$ cat src/core/cmsd_pkg.sv
// cmsd_pkg: constants and types shared by the memory space decoder and its ram.
// assumes an 8-bit data path and a 16-bit program address from the core.
package cmsd_pkg;

  // widths of the address spaces
  localparam int CMSD_DATA_AW = 8;
  localparam int CMSD_DATA_DEPTH = 256;
  localparam int CMSD_CODE_AW = 16;

  // program space: on-chip store and its reserved top
  localparam logic [15:0] CMSD_CODE_TOP = 16'h3FFF;
  localparam logic [15:0] CMSD_CODE_USABLE_TOP = 16'h3DFF;

  // data space split and bit-addressable region
  localparam logic [7:0] CMSD_LOWER_TOP = 8'h7F;
  localparam logic [3:0] CMSD_BIT_BYTE_HI = 4'h2;
  localparam logic [2:0] CMSD_BANK_SPACE = 3'h0;
  localparam logic [1:0] CMSD_PTR_SPACE = 2'h0;

  // special function registers kept in this block
  localparam logic [7:0] CMSD_STACK_TOP_POINTER_ADDR = 8'h81;
  localparam logic [7:0] CMSD_PROGRAM_STORE_CONTROL_ADDR = 8'h8F;
  localparam logic [7:0] CMSD_PROCESSOR_STATUS_WORD_ADDR = 8'hD0;

  // reset values
  localparam logic [7:0] CMSD_STACK_TOP_POINTER_RST = 8'h07;
  localparam logic [7:0] CMSD_PROGRAM_STORE_CONTROL_RST = 8'h00;
  localparam logic [7:0] CMSD_PROCESSOR_STATUS_WORD_RST = 8'h00;

  // field positions
  localparam int CMSD_STORE_WREN_BIT = 0;
  localparam int CMSD_BANK_SELECT_LOW_BIT = 3;
  localparam int CMSD_BANK_SELECT_HIGH_BIT = 4;

  // kinds of access the core can ask for
  typedef enum logic [2:0] {
    CMSD_K_DIRECT = 3'b000,
    CMSD_K_INDIRECT = 3'b001,
    CMSD_K_REGN = 3'b010,
    CMSD_K_BIT = 3'b011,
    CMSD_K_PUSH = 3'b100,
    CMSD_K_POP = 3'b101,
    CMSD_K_CODE = 3'b110,
    CMSD_K_XMOVE = 3'b111
  } cmsd_kind_t;

  // where an access lands
  typedef enum logic [2:0] {
    CMSD_T_NONE = 3'b000,
    CMSD_T_RAM = 3'b001,
    CMSD_T_SFRI = 3'b010,
    CMSD_T_SFRX = 3'b011,
    CMSD_T_PMEM = 3'b100,
    CMSD_T_XDATA = 3'b101
  } cmsd_tgt_t;

  // sequencer states
  typedef enum logic [1:0] {
    CMSD_S_IDLE = 2'b00,
    CMSD_S_PTR = 2'b01,
    CMSD_S_READ = 2'b10
  } cmsd_st_t;

endpackage

$ cat src/core/cmsd_ram.sv
// cmsd_ram: single-port data ram with registered read data.
// assumes one clock; en_i/we_i come from logic on the same clock.
`timescale 1ns/1ps
module cmsd_ram #(
  parameter int AW = 8,
  parameter int DW = 8
) (
  // clock, reset, enable
  input wire logic clk_i,
  input wire logic rstn_i,
  input wire logic ce_i,
  // access port
  input wire logic en_i,
  input wire logic we_i,
  input wire logic [AW-1:0] addr_i,
  input wire logic [DW-1:0] wdata_i,
  output logic [DW-1:0] rdata_o
);

  logic [DW-1:0] mem [2**AW];

  // storage array, no reset on the contents
  always_ff @(posedge clk_i) begin
    if (ce_i && en_i && we_i) begin
      mem[addr_i] <= wdata_i;
    end
  end

  // read data register, holds old word on a write
  always_ff @(posedge clk_i or negedge rstn_i) begin
    if (!rstn_i) begin
      rdata_o <= '0;
    end else if (ce_i && en_i && !we_i) begin
      rdata_o <= mem[addr_i];
    end
  end

endmodule

$ cat src/core/cmsd_decoder.sv
// cmsd_decoder: memory space decoder for the 8-bit core.
// assumes the core's execution logic on the same clock issues one access at a time,
// and that outside sfr, program store and external data answer in the strobe cycle.
//
// How it works
// - 64 KB program space; on-chip store spans 0x0000 to 0x3FFF.
// - program addresses above 0x3DFF are reserved and never reach the store.
// - store write enable bit turns external-move writes into program writes.
// - 256 bytes of data ram cover data addresses 0x00 to 0xFF.
// - lower 128 bytes reachable both directly and indirectly.
// - upper 128 ram bytes only indirectly; separate from sfr space.
// - indirect access above 0x7F always goes to upper ram.
// - direct access to 0x80..0xFF always goes to sfr space.
// - bytes 0x00..0x1F are four banks; status word bits 3,4 pick one.
// - indirect pointer is first or second register of active bank.
// - bytes 0x20..0x2F double as 128 bits, bit = 8*offset + position.
// - bit versus byte access chosen only by the access kind.
// - stack pointer sits at sfr 0x81, pointing at last used slot.
// - push stores at pointer plus one, then pointer increments.
// - reset loads stack pointer with 0x07.
// - stack lives anywhere in the 256 bytes; pointer wraps at 8 bits.
// - only sfrs with low nibble 0 or 8 are bit accessible.
// - program and data spaces overlap; access kind picks the space.
`timescale 1ns/1ps
module cmsd_decoder (
  // clock, reset, enable
  input wire logic clk_i,
  input wire logic rstn_i,
  input wire logic ce_i,
  // request from the core
  input wire logic req_valid_i,
  input wire cmsd_pkg::cmsd_kind_t req_kind_i,
  input wire logic [15:0] req_addr_i,
  input wire logic req_write_i,
  input wire logic [7:0] req_wdata_i,
  input wire logic req_bit_i,
  // answer to the core
  output logic ready_o,
  output logic done_o,
  output logic [7:0] rdata_o,
  output logic rbit_o,
  output logic err_o,
  // registers kept here
  output logic [7:0] stack_top_pointer_o,
  output logic [7:0] program_store_control_o,
  output logic [7:0] processor_status_word_o,
  // outside sfr space
  output logic sfr_rd_o,
  output logic sfr_wr_o,
  output logic [7:0] sfr_addr_o,
  output logic [7:0] sfr_wdata_o,
  input wire logic [7:0] sfr_rdata_i,
  // program store
  output logic pmem_rd_o,
  output logic pmem_wr_o,
  output logic [15:0] pmem_addr_o,
  output logic [7:0] pmem_wdata_o,
  input wire logic [7:0] pmem_rdata_i,
  // external data space
  output logic xdata_rd_o,
  output logic xdata_wr_o,
  output logic [15:0] xdata_addr_o,
  output logic [7:0] xdata_wdata_o,
  input wire logic [7:0] xdata_rdata_i
);
  import cmsd_pkg::*;

  typedef struct packed {
    cmsd_st_t st;
    cmsd_tgt_t tgt;
    logic write;
    logic isbit;
    logic bitval;
    logic [2:0] bitpos;
    logic [7:0] addr;
    logic [7:0] wdata;
    logic ready;
    logic done;
    logic [7:0] rdata;
    logic rbit;
    logic err;
    logic [7:0] stack_top_pointer;
    logic [7:0] program_store_control;
    logic [7:0] processor_status_word;
    logic sfr_rd;
    logic sfr_wr;
    logic [7:0] sfr_addr;
    logic [7:0] sfr_wdata;
    logic pmem_rd;
    logic pmem_wr;
    logic [15:0] pmem_addr;
    logic [7:0] pmem_wdata;
    logic xd_rd;
    logic xd_wr;
    logic [15:0] xd_addr;
    logic [7:0] xd_wdata;
  } cmsd_state_t;

  localparam cmsd_state_t CMSD_RST = '{
    st: CMSD_S_IDLE, tgt: CMSD_T_NONE, write: 1'b0, isbit: 1'b0, bitval: 1'b0,
    bitpos: 3'h0, addr: 8'h00, wdata: 8'h00, ready: 1'b1, done: 1'b0,
    rdata: 8'h00, rbit: 1'b0, err: 1'b0,
    stack_top_pointer: CMSD_STACK_TOP_POINTER_RST,
    program_store_control: CMSD_PROGRAM_STORE_CONTROL_RST,
    processor_status_word: CMSD_PROCESSOR_STATUS_WORD_RST,
    sfr_rd: 1'b0, sfr_wr: 1'b0, sfr_addr: 8'h00, sfr_wdata: 8'h00,
    pmem_rd: 1'b0, pmem_wr: 1'b0, pmem_addr: 16'h0000, pmem_wdata: 8'h00,
    xd_rd: 1'b0, xd_wr: 1'b0, xd_addr: 16'h0000, xd_wdata: 8'h00
  };

  cmsd_state_t st_r;
  cmsd_state_t st_nxt;

  // combinational ram port
  logic ram_en;
  logic ram_we;
  logic [7:0] ram_addr;
  logic [7:0] ram_wdata;
  logic [7:0] ram_q;

  // sfrs kept locally; every other sfr address goes outward
  function automatic logic is_local_sfr(input logic [7:0] a);
    return (a == CMSD_STACK_TOP_POINTER_ADDR) || (a == CMSD_PROGRAM_STORE_CONTROL_ADDR) ||
           (a == CMSD_PROCESSOR_STATUS_WORD_ADDR);
  endfunction

  // read mux of the local sfrs
  function automatic logic [7:0] local_sfr_rd(input logic [7:0] a, input cmsd_state_t s);
    return (a == CMSD_STACK_TOP_POINTER_ADDR) ? s.stack_top_pointer :
           (a == CMSD_PROGRAM_STORE_CONTROL_ADDR) ? s.program_store_control :
           (a == CMSD_PROCESSOR_STATUS_WORD_ADDR) ? s.processor_status_word : 8'h00;
  endfunction

  // address of a bank register n within the active bank
  function automatic logic [7:0] bank_addr(input logic [7:0] sw, input logic [2:0] n);
    return {CMSD_BANK_SPACE, sw[CMSD_BANK_SELECT_HIGH_BIT], sw[CMSD_BANK_SELECT_LOW_BIT], n};
  endfunction

  // byte value after a single-bit write
  function automatic logic [7:0] set_bit(input logic [7:0] b, input logic [2:0] p,
                                         input logic v);
    logic [7:0] r;
    r = b;
    r[p] = v;
    return r;
  endfunction

  cmsd_ram #(
    .AW(CMSD_DATA_AW),
    .DW(8)
  ) u_ram (
    .clk_i(clk_i),
    .rstn_i(rstn_i),
    .ce_i(ce_i),
    .en_i(ram_en),
    .we_i(ram_we),
    .addr_i(ram_addr),
    .wdata_i(ram_wdata),
    .rdata_o(ram_q)
  );

  // next-state logic of the whole decoder
  always_comb begin
    logic [7:0] data;
    logic [7:0] a8;
    logic [7:0] newb;
    data = 8'h00;
    a8 = req_addr_i[7:0];
    newb = 8'h00;
    st_nxt = st_r;
    ram_en = 1'b0;
    ram_we = 1'b0;
    ram_addr = 8'h00;
    ram_wdata = 8'h00;
    // strobes last one cycle
    st_nxt.done = 1'b0;
    st_nxt.sfr_rd = 1'b0;
    st_nxt.sfr_wr = 1'b0;
    st_nxt.pmem_rd = 1'b0;
    st_nxt.pmem_wr = 1'b0;
    st_nxt.xd_rd = 1'b0;
    st_nxt.xd_wr = 1'b0;
    unique case (st_r.st)
      CMSD_S_IDLE: begin
        if (req_valid_i && st_r.ready) begin
          st_nxt.write = req_write_i;
          st_nxt.wdata = req_wdata_i;
          st_nxt.bitval = req_bit_i;
          st_nxt.isbit = 1'b0;
          st_nxt.bitpos = a8[2:0];
          st_nxt.err = 1'b0;
          st_nxt.tgt = CMSD_T_NONE;
          st_nxt.st = CMSD_S_READ;
          unique case (req_kind_i)
            CMSD_K_DIRECT, CMSD_K_BIT: begin
              st_nxt.isbit = (req_kind_i == CMSD_K_BIT);
              if (req_kind_i == CMSD_K_BIT) begin
                st_nxt.addr = a8[7] ? {a8[7:3], 3'h0} : {CMSD_BIT_BYTE_HI, a8[6:3]};
              end else begin
                st_nxt.addr = a8;
              end
              if (st_nxt.addr > CMSD_LOWER_TOP) begin
                st_nxt.tgt = is_local_sfr(st_nxt.addr) ? CMSD_T_SFRI : CMSD_T_SFRX;
              end else begin
                st_nxt.tgt = CMSD_T_RAM;
              end
            end
            CMSD_K_REGN: begin
              st_nxt.addr = bank_addr(st_r.processor_status_word, a8[2:0]);
              st_nxt.tgt = CMSD_T_RAM;
            end
            CMSD_K_INDIRECT: begin
              st_nxt.addr = bank_addr(st_r.processor_status_word, {CMSD_PTR_SPACE, a8[0]});
              st_nxt.tgt = CMSD_T_RAM;
              st_nxt.st = CMSD_S_PTR;
            end
            CMSD_K_PUSH: begin
              st_nxt.addr = st_r.stack_top_pointer + 8'h01;
              st_nxt.stack_top_pointer = st_r.stack_top_pointer + 8'h01;
              st_nxt.write = 1'b1;
              st_nxt.tgt = CMSD_T_RAM;
            end
            CMSD_K_POP: begin
              st_nxt.addr = st_r.stack_top_pointer;
              st_nxt.stack_top_pointer = st_r.stack_top_pointer - 8'h01;
              st_nxt.write = 1'b0;
              st_nxt.tgt = CMSD_T_RAM;
            end
            CMSD_K_CODE, CMSD_K_XMOVE: begin
              st_nxt.pmem_addr = req_addr_i;
              st_nxt.xd_addr = req_addr_i;
              st_nxt.pmem_wdata = req_wdata_i;
              st_nxt.xd_wdata = req_wdata_i;
              if (req_kind_i == CMSD_K_XMOVE &&
                  !(req_write_i && st_r.program_store_control[CMSD_STORE_WREN_BIT])) begin
                st_nxt.tgt = CMSD_T_XDATA;
                st_nxt.xd_rd = !req_write_i;
                st_nxt.xd_wr = req_write_i;
              end else if (req_addr_i > CMSD_CODE_USABLE_TOP) begin
                st_nxt.err = 1'b1;
              end else begin
                st_nxt.tgt = CMSD_T_PMEM;
                st_nxt.pmem_rd = (req_kind_i == CMSD_K_CODE) || !req_write_i;
                st_nxt.pmem_wr = (req_kind_i == CMSD_K_XMOVE) && req_write_i;
              end
            end
          endcase
          // first step on the data side
          if (st_nxt.tgt == CMSD_T_RAM) begin
            ram_en = 1'b1;
            ram_we = st_nxt.write && !st_nxt.isbit && st_nxt.st == CMSD_S_READ;
            ram_addr = st_nxt.addr;
            ram_wdata = req_wdata_i;
          end else if (st_nxt.tgt == CMSD_T_SFRX) begin
            st_nxt.sfr_addr = st_nxt.addr;
            st_nxt.sfr_wdata = req_wdata_i;
            st_nxt.sfr_rd = !req_write_i || st_nxt.isbit;
            st_nxt.sfr_wr = req_write_i && !st_nxt.isbit;
          end else if (st_nxt.tgt == CMSD_T_SFRI && req_write_i && !st_nxt.isbit) begin
            case (st_nxt.addr)
              CMSD_STACK_TOP_POINTER_ADDR: st_nxt.stack_top_pointer = req_wdata_i;
              CMSD_PROGRAM_STORE_CONTROL_ADDR: st_nxt.program_store_control = req_wdata_i;
              CMSD_PROCESSOR_STATUS_WORD_ADDR: st_nxt.processor_status_word = req_wdata_i;
              default: ;
            endcase
          end
          st_nxt.ready = 1'b0;
        end
      end
      CMSD_S_PTR: begin
        st_nxt.addr = ram_q;
        ram_en = 1'b1;
        ram_we = st_r.write;
        ram_addr = ram_q;
        ram_wdata = st_r.wdata;
        st_nxt.st = CMSD_S_READ;
      end
      CMSD_S_READ: begin
        unique case (st_r.tgt)
          CMSD_T_RAM: data = ram_q;
          CMSD_T_SFRI: data = local_sfr_rd(st_r.addr, st_r);
          CMSD_T_SFRX: data = sfr_rdata_i;
          CMSD_T_PMEM: data = pmem_rdata_i;
          CMSD_T_XDATA: data = xdata_rdata_i;
          default: data = 8'hFF;
        endcase
        newb = set_bit(data, st_r.bitpos, st_r.bitval);
        // bit write finishes as read-modify-write
        if (st_r.isbit && st_r.write) begin
          if (st_r.tgt == CMSD_T_RAM) begin
            ram_en = 1'b1;
            ram_we = 1'b1;
            ram_addr = st_r.addr;
            ram_wdata = newb;
          end else if (st_r.tgt == CMSD_T_SFRX) begin
            st_nxt.sfr_wr = 1'b1;
            st_nxt.sfr_wdata = newb;
          end else if (st_r.addr == CMSD_PROCESSOR_STATUS_WORD_ADDR) begin
            st_nxt.processor_status_word = newb;
          end
        end
        st_nxt.rdata = data;
        st_nxt.rbit = data[st_r.bitpos];
        st_nxt.done = 1'b1;
        st_nxt.ready = 1'b1;
        st_nxt.st = CMSD_S_IDLE;
      end
      default: begin
        st_nxt.st = CMSD_S_IDLE;
        st_nxt.ready = 1'b1;
      end
    endcase
  end

  // single state register, frozen while ce_i is low
  always_ff @(posedge clk_i or negedge rstn_i) begin
    if (!rstn_i) begin
      st_r <= CMSD_RST;
    end else if (ce_i) begin
      st_r <= st_nxt;
    end
  end

  // outputs straight from the state register
  assign ready_o = st_r.ready;
  assign done_o = st_r.done;
  assign rdata_o = st_r.rdata;
  assign rbit_o = st_r.rbit;
  assign err_o = st_r.err;
  assign stack_top_pointer_o = st_r.stack_top_pointer;
  assign program_store_control_o = st_r.program_store_control;
  assign processor_status_word_o = st_r.processor_status_word;
  assign sfr_rd_o = st_r.sfr_rd;
  assign sfr_wr_o = st_r.sfr_wr;
  assign sfr_addr_o = st_r.sfr_addr;
  assign sfr_wdata_o = st_r.sfr_wdata;
  assign pmem_rd_o = st_r.pmem_rd;
  assign pmem_wr_o = st_r.pmem_wr;
  assign pmem_addr_o = st_r.pmem_addr;
  assign pmem_wdata_o = st_r.pmem_wdata;
  assign xdata_rd_o = st_r.xd_rd;
  assign xdata_wr_o = st_r.xd_wr;
  assign xdata_addr_o = st_r.xd_addr;
  assign xdata_wdata_o = st_r.xd_wdata;

endmodule

$ cat config.mk
export PLATFORM = sky130hd
export DESIGN_NAME = cmsd_decoder
export DESIGN_NICKNAME = d
export VERILOG_FILES = /design/src/core/cmsd_pkg.sv /design/src/core/cmsd_ram.sv /design/src/core/cmsd_decoder.sv
export SDC_FILE = /design/constraint.sdc
export NUM_CORES = 2
export LEC_CHECK = 0
export ABC_CLOCK_PERIOD_IN_PS = 20400
export BUFFER_PORTS_ARGS = -buffer_cell sky130_fd_sc_hd__buf_4
export CORE_AREA = 2 2 412 618
export CTS_CLUSTER_SIZE = 40
export DETAILED_ROUTE_END_ITERATION = 12
export DIE_AREA = 0 0 414 620
export PLACE_DENSITY = 0.54
export SETUP_SLACK_MARGIN = 0.3
export SYNTH_ARGS = -nofsm -noshare
export SYNTH_HDL_FRONTEND = slang
export SYNTH_SLANG_ARGS = --single-unit
$ cat constraint.sdc
create_clock -name clk_i -period 20.4 [get_ports clk_i]
set_input_delay 2.04 -clock clk_i [delete_from_list [all_inputs] [get_ports clk_i]]
set_output_delay 2.04 -clock clk_i [all_outputs]
set_load 0.005 [all_outputs]
## Yosys cells after proc, flatten, opt, wreduce, memory -nomap -nowiden

Memory sizes are Yosys's and may differ from the RTL's. A register that Yosys moved wholly into a read port is not among the register bits.
Index checks and enable logic that the tools add are counted.
Widths: inputs -> output; s select.

| operators by class | value |
|---|---|
| add/sub/neg operators | 2 |
| $lt $le $gt $ge | 4 |
| eq/ne operators | 38 |
| mux-type cells | 90 |
| bitwise logic cells | 3 |
| reduce and logical (&&, ||, !) cells | 40 |

Operators with widths:

| kind | number |
|---|---|
| $mux 8 | 29 |
| $mux 52 | 2 |
| $pmux 8 s5 | 2 |
| $mux 78 | 1 |
| $eq 8x8->1 const B | 9 |
| $pmux 8 s2 | 4 |
| $mux 24 | 2 |
| $pmux 8 s3 | 2 |
| $mux 42 | 1 |
| $mux 28 | 1 |
| $mux 1 | 23 |
| $ne 2x2->1 const B | 10 |
| $eq 3x2->1 const B | 6 |
| $eq 3x3->1 const B | 6 |
| $mux 18 | 1 |
| $gt 16x14->1 const B | 1 |
| $logic_and 1x1->1 | 14 |
| $mux 2 | 7 |
| $mux 3 | 4 |
| $reduce_and 11->1 | 1 |
| $mux 10 | 1 |
| $eq 3x1->1 const B | 3 |
| $pmux 3 s3 | 1 |
| $reduce_and 3->1 | 3 |
| 27 further kinds | 43 |

| word-level totals | value |
|---|---|
| flip-flop bits (word level) | 109 |
| RAM bits | 2048 |
| word-level logic and storage cells | 204 |
| memories | 1 |

Memories:

| name | words | width | rd ports | clocked after memory_dff | write ports | line | source |
|---|---|---|---|---|---|---|---|
| u_ram.mem | 256 | 8 | 1 | 1 | 1 | cmsd_ram.sv:20 | `logic [DW-1:0] mem [2**AW];` |

## Logic depth before layout (Yosys ltp)

| logic depth | value |
|---|---|
| depth in word-level cells | 21 |
| depth in mapped cells | 18 |
| mapped depth without buffers | 13 |

## Hierarchy

Synthesis repeated with hierarchy kept, for this count alone.

| second synthesis, totals | value |
|---|---|
| cells, all modules | 4675 |
| area total of the unflattened synthesis | 87460.1 µm² |

By module, submodules not included:

| module | instances | cells each | area an instance (µm²) | sequential area each (µm²) |
|---|---|---|---|---|
| cmsd_ram | 1 | 3785 | 80038.0 | 61699.2 |
| cmsd_decoder | 1 | 890 | 7422.1 | 2732.6 |

## Worst setup path before layout

OpenSTA, ideal clock, no wires.

| path | value |
|---|---|
| path type | input -> register |
| from | input pmem_rdata_i[0] |
| to | memory u_ram.mem[0][0], data pin |
| library setup time | 2187 ps |
| data arrival time | 12571 ps |
| slack | 5642 ps |
| stages | 6 |
| buffers on the path | 0 |
| path through | nor2b_1 o21ai_0 o21ai_0 a221oi_1 mux2_2 o21ai_0 |

| on the way | value |
|---|---|
| word-level cells in the longest chain between the ends | 6 |

RTL lines:

| what | line | source |
|---|---|---|
| start: declaration | cmsd_decoder.sv:58 | `input wire logic [7:0] pmem_rdata_i,` |
| $pmux 8 s5 | cmsd_decoder.sv:279 | `unique case (st_r.tgt)` |
| $mux 8 | cmsd_decoder.sv:183 | `unique case (st_r.st)` |
| $bwmux 8 | cmsd_decoder.sv:144 | `r[p] = v;` |
| $mux 8 | cmsd_decoder.sv:290 | `if (st_r.tgt == CMSD_T_RAM) begin` |
| $mux 8 | cmsd_decoder.sv:289 | `if (st_r.isbit && st_r.write) begin` |
| $pmux 8 s3 | cmsd_decoder.sv:183 |  |
| net ram_wdata[0] | cmsd_decoder.sv:118 | `logic [7:0] ram_wdata;` |
| end: declaration | cmsd_ram.sv:20 |  |

The timed path passes the listed nets, and every way through them passes these cells. The select of a mux whose other input is x is not followed.

## Worst setup path after layout

| path | value |
|---|---|
| from | input req_kind_i[2] |
| to | register u_ram.rdata_o[6] (read register of u_ram.mem) |

| on the way | value |
|---|---|
| word-level cells in the longest chain between the ends | 19 |
| elaborated cells on any way between the ends | 57 |
| those cells by class | 1 x order compare; 12 x eq/ne; 31 x mux; 13 x reduce/logical |

RTL lines:

| what | line | source |
|---|---|---|
| start: declaration | cmsd_decoder.sv:32 | `input wire cmsd_pkg::cmsd_kind_t req_kind_i,` |
| parallel branches: the longest is 19 deep, another holds $gt 8x7->1 | - |  |
| end: declaration | cmsd_ram.sv:17 | `output logic [DW-1:0] rdata_o` |

Parallel ways; which one is timed is not known. The select of a mux whose other input is x is not followed.
A chain may end at the register's enable or synchronous reset.

==> qor.yml <==
leakage_nw: 31.9
hpwlAfterDp_mm: 160
synth_warnings: 0
fin_area_um2: 98200
drc: 0
root_buffer: "clkbuf_16"
yosysMostFrequentCell: "edfxtp_1"
hp-class: "flop to flop"
synthTopCellsByCount: "edfxtp_1 (2048), nand2_1 (687), mux4_2 (353)"
ys_ff_latch: 2165
synth_top_area_share: 0.703
status: "finished with violations"
synth-simple-area-share: 0.0728
syn_nets: 5341
core_area_um2: 252000
finalMaxSlewViolations: 2
relSlewSlack: -0.0172
synth-xor-area-share: 0.000401
yosysTopAreaCell: "edfxtp_1"
synthArstFlopShare: 0.0540
syn_area_per_cell_um2: 16.6
gp_congestion: 0.881
vias_per_cell: 5.61
r2r_setup_slack_ns: 12.87
max-vdd-ir-drop_mv: 0.0650
cts_made_buffers: 198
postCtsSetupBuffers: 0
required_ns: 21.15
grt_use_total: 0.199
synth_area_leaders: "edfxtp_1 (70%), mux4_2 (9.1%), dfrtp_1 (3.2%), nand2_1 (2.9%), nand3_1 (1.6%)"
rsz0062_at_grt: "no"
endpoint_kind: "flop"
crit_fanout: 47
finalSetupViolCount: 0
dieArea_um2: 257000
postCtsHoldBufs: 0
hold_violations: 0
setup_tns_ns: 0
wirelength_mm: 262
ant_nets: 0
antenna_found_initial: 6
final_layout_size_suffix_gt1_frac: 0.190
via_count: 49300
clock_latency_ns: 0.86
fin_crit_ns: 8.13
cp-start-kind: "primary input"
violations: "max-capacitance violations, max-slew violations"
cts_resized: 0
multiInputGateArea_um2: 20500
synth_cell_type_count: 83
crit_type: "primary input to flop"
p_per_area_nw_per_um2: 100
first_pass_iters: 6
worst_slew_pin_slew_ns: 1.52
synth-edff-count: 2048
grt_pass1_wl_mm: 370
regArea_um2: 64400
placed_area_um2: 91600
cts_tree: "done"
fillCellCount: 23100
fp.dieW_um: 414
ios: 163
cts_num_sinks: 2165
fp.dieH_um: 620
io_buffer_count: 162
start_util: 0.348
core.rowCount: 226
grt_pass1_vias: 49000
grt_overflow: 0
cap_violations: 1
synthFlopType: "edfxtp_1"
max-clock-path-buffers: 4
skew_ns: 0.0421
area_growth_pct: 12.2
fmax_ghz: 0.123
dr.first_iter.drc_count: 5196
synth_fa_ha_area_frac: 0.000286
post_drt_wl_per_cell_um: 29.8
cts_max_level: 4
arrival_ns: 8.88
netlist_instances: 5282
syn_area_um2: 87500
synth-compound-area-share: 0.0587
synth_mux_area_frac: 0.100
clkSlewWorstSetupHoldPaths_ns: 0.07
post-route-period-util: 0.399
synth-seq-area-share: 0.737
synth_top_family_by_area: "multiplexers"
grt_max_degree: 189
nNetsFinal: 5391
## placed cells by master, fill, tap and decap left out, types with 9 or more instances in the layout
cell type | synthesis | final
buf_12 | 0 | 10
a221oi_1 | 9 | 9
clkinv_1 | 0 | 35
mux2i_1 | 36 | 36
inv_1 | 30 | 30
nor4_1 | 16 | 16
nor2_1 | 320 | 312
nor3_1 | 29 | 28
a21o_1 | 12 | 12
clkbuf_16 | 0 | 201
a211oi_1 | 58 | 58
clkinv_2 | 0 | 23
a22o_1 | 15 | 15
clkinvlp_4 | 0 | 10
nand4_1 | 10 | 10
bufinv_16 | 0 | 29
a22oi_1 | 178 | 177
a31oi_1 | 63 | 63
and3_1 | 69 | 69
nand3_1 | 276 | 276
nand2_1 | 687 | 677
a21oi_1 | 163 | 161
mux2_2 | 42 | 42
o21ai_0 | 64 | 62
a32oi_1 | 20 | 20
buf_4 | 122 | 287
clkbuf_1 | 141 | 28
a222oi_1 | 15 | 15
edfxtp_1 | 2048 | 2048
nor2b_1 | 17 | 17
dfrtp_1 | 113 | 113
a311oi_1 | 62 | 62
mux4_2 | 353 | 353
## critical path: stages
cell and delay, ns:
buf_4 0.27, nand3b_4 0.25, mux2i_1 0.38, o22ai_2 0.30
a21oi_4 0.20, buf_4 0.57, buf_4 0.80, buf_4 0.74
buf_4 0.74, mux4_2 0.62, a22oi_1 0.17, a21oi_1 0.15
buf_4 0.22, nor4_1 0.86, o211ai_1 0.19, o22a_1 0.24
## kinds of logic (layout without fill, tap and decap cells)
family,after synthesis,in the layout
buf+inv,478,676
compound gates,733,733
simple gates,1469,1469
xor+xnor,4,4
other cells,0,5
fa+ha+maj,2,2
mux,431,431
flops,2165,2165
## area by class of cell
type | instances | share of cell area
timing repair buffer | 297 | 0.0240
clock buffer | 237 | 0.0534
tap | 3306 | 0.0421
inverter | 31 | 0.00119
sequential | 2165 | 0.656
clock inverter | 111 | 0.0135
multi-input combinational | 2639 | 0.209
antenna | 5 | 0.000127
## flip-flops by register name, summed over array words and instances (netlist names), 8 cells and up
| signal | cells |
|---|---|
| u_ram.mem | 2048 |
| st_r | 27 |
| xdata_addr_o | 16 |
| processor_status_word_o | 8 |
| program_store_control_o | 8 |
| rdata_o | 8 |
| sfr_addr_o | 8 |
| sfr_wdata_o | 8 |
| stack_top_pointer_o | 8 |
| u_ram.rdata_o | 8 |
| xdata_wdata_o | 8 |
## routing by layer
layer / GRT usage / wire length, um / vias up / part of all wire
met2: 0.356 / 135000 / 2054 / 0.52
li1: - / - / 20800 / -
met3: 0.0248 / 16000 / 503 / 0.061
met5: 0 / 27 / - / 0.00010
met4: 0.0999 / 14100 / 4 / 0.054
met1: 0.237 / 96700 / 26000 / 0.37
## metrics by stage
stage | instances | total power (W) | util | worst slack [ns] | hold slack, ns
floorplan | 5282 | 0.00575 | - | 5.64 | 0.441
global placement | 8438 | 0.00608 | 0.364 | 11.32 | 0.458
detailed placement | 8438 | 0.00610 | 0.364 | 11.28 | 0.464
CTS | 8786 | 0.00991 | 0.390 | 12.19 | 0.481
global route | 8787 | 0.0101 | 0.390 | 11.85 | 0.499
finish | 8791 | 0.00986 | 0.390 | 12.27 | 0.478
## power by group
| group | internal (W) | leakage [nW] | switching (W) |
|---|---|---|---|
| Sequential | 0.00495 | 20.5 | 0.000110 |
| Clock | 0.00220 | 3.19 | 0.00166 |
| Combinational | 0.000338 | 8.25 | 0.000598 |
| Total | 0.00749 | 31.9 | 0.00237 |
## worst paths after layout
kind / cells after the start / end / startpoint
worst min-delay path: 2 / st_r[106] / st_r[106]
max in group asynchronous: 2 / xdata_addr_o[10] / rstn_i
worst max register to register: 16 / u_ram.rdata_o[3] / st_r[131]
worst min register to register: 2 / st_r[106] / st_r[106]
min in group asynchronous: 1 / rdata_o[4] / rstn_i
worst max-delay path: 16 / u_ram.rdata_o[6] / req_kind_i[2]
(Power assumes the default switching activity.)
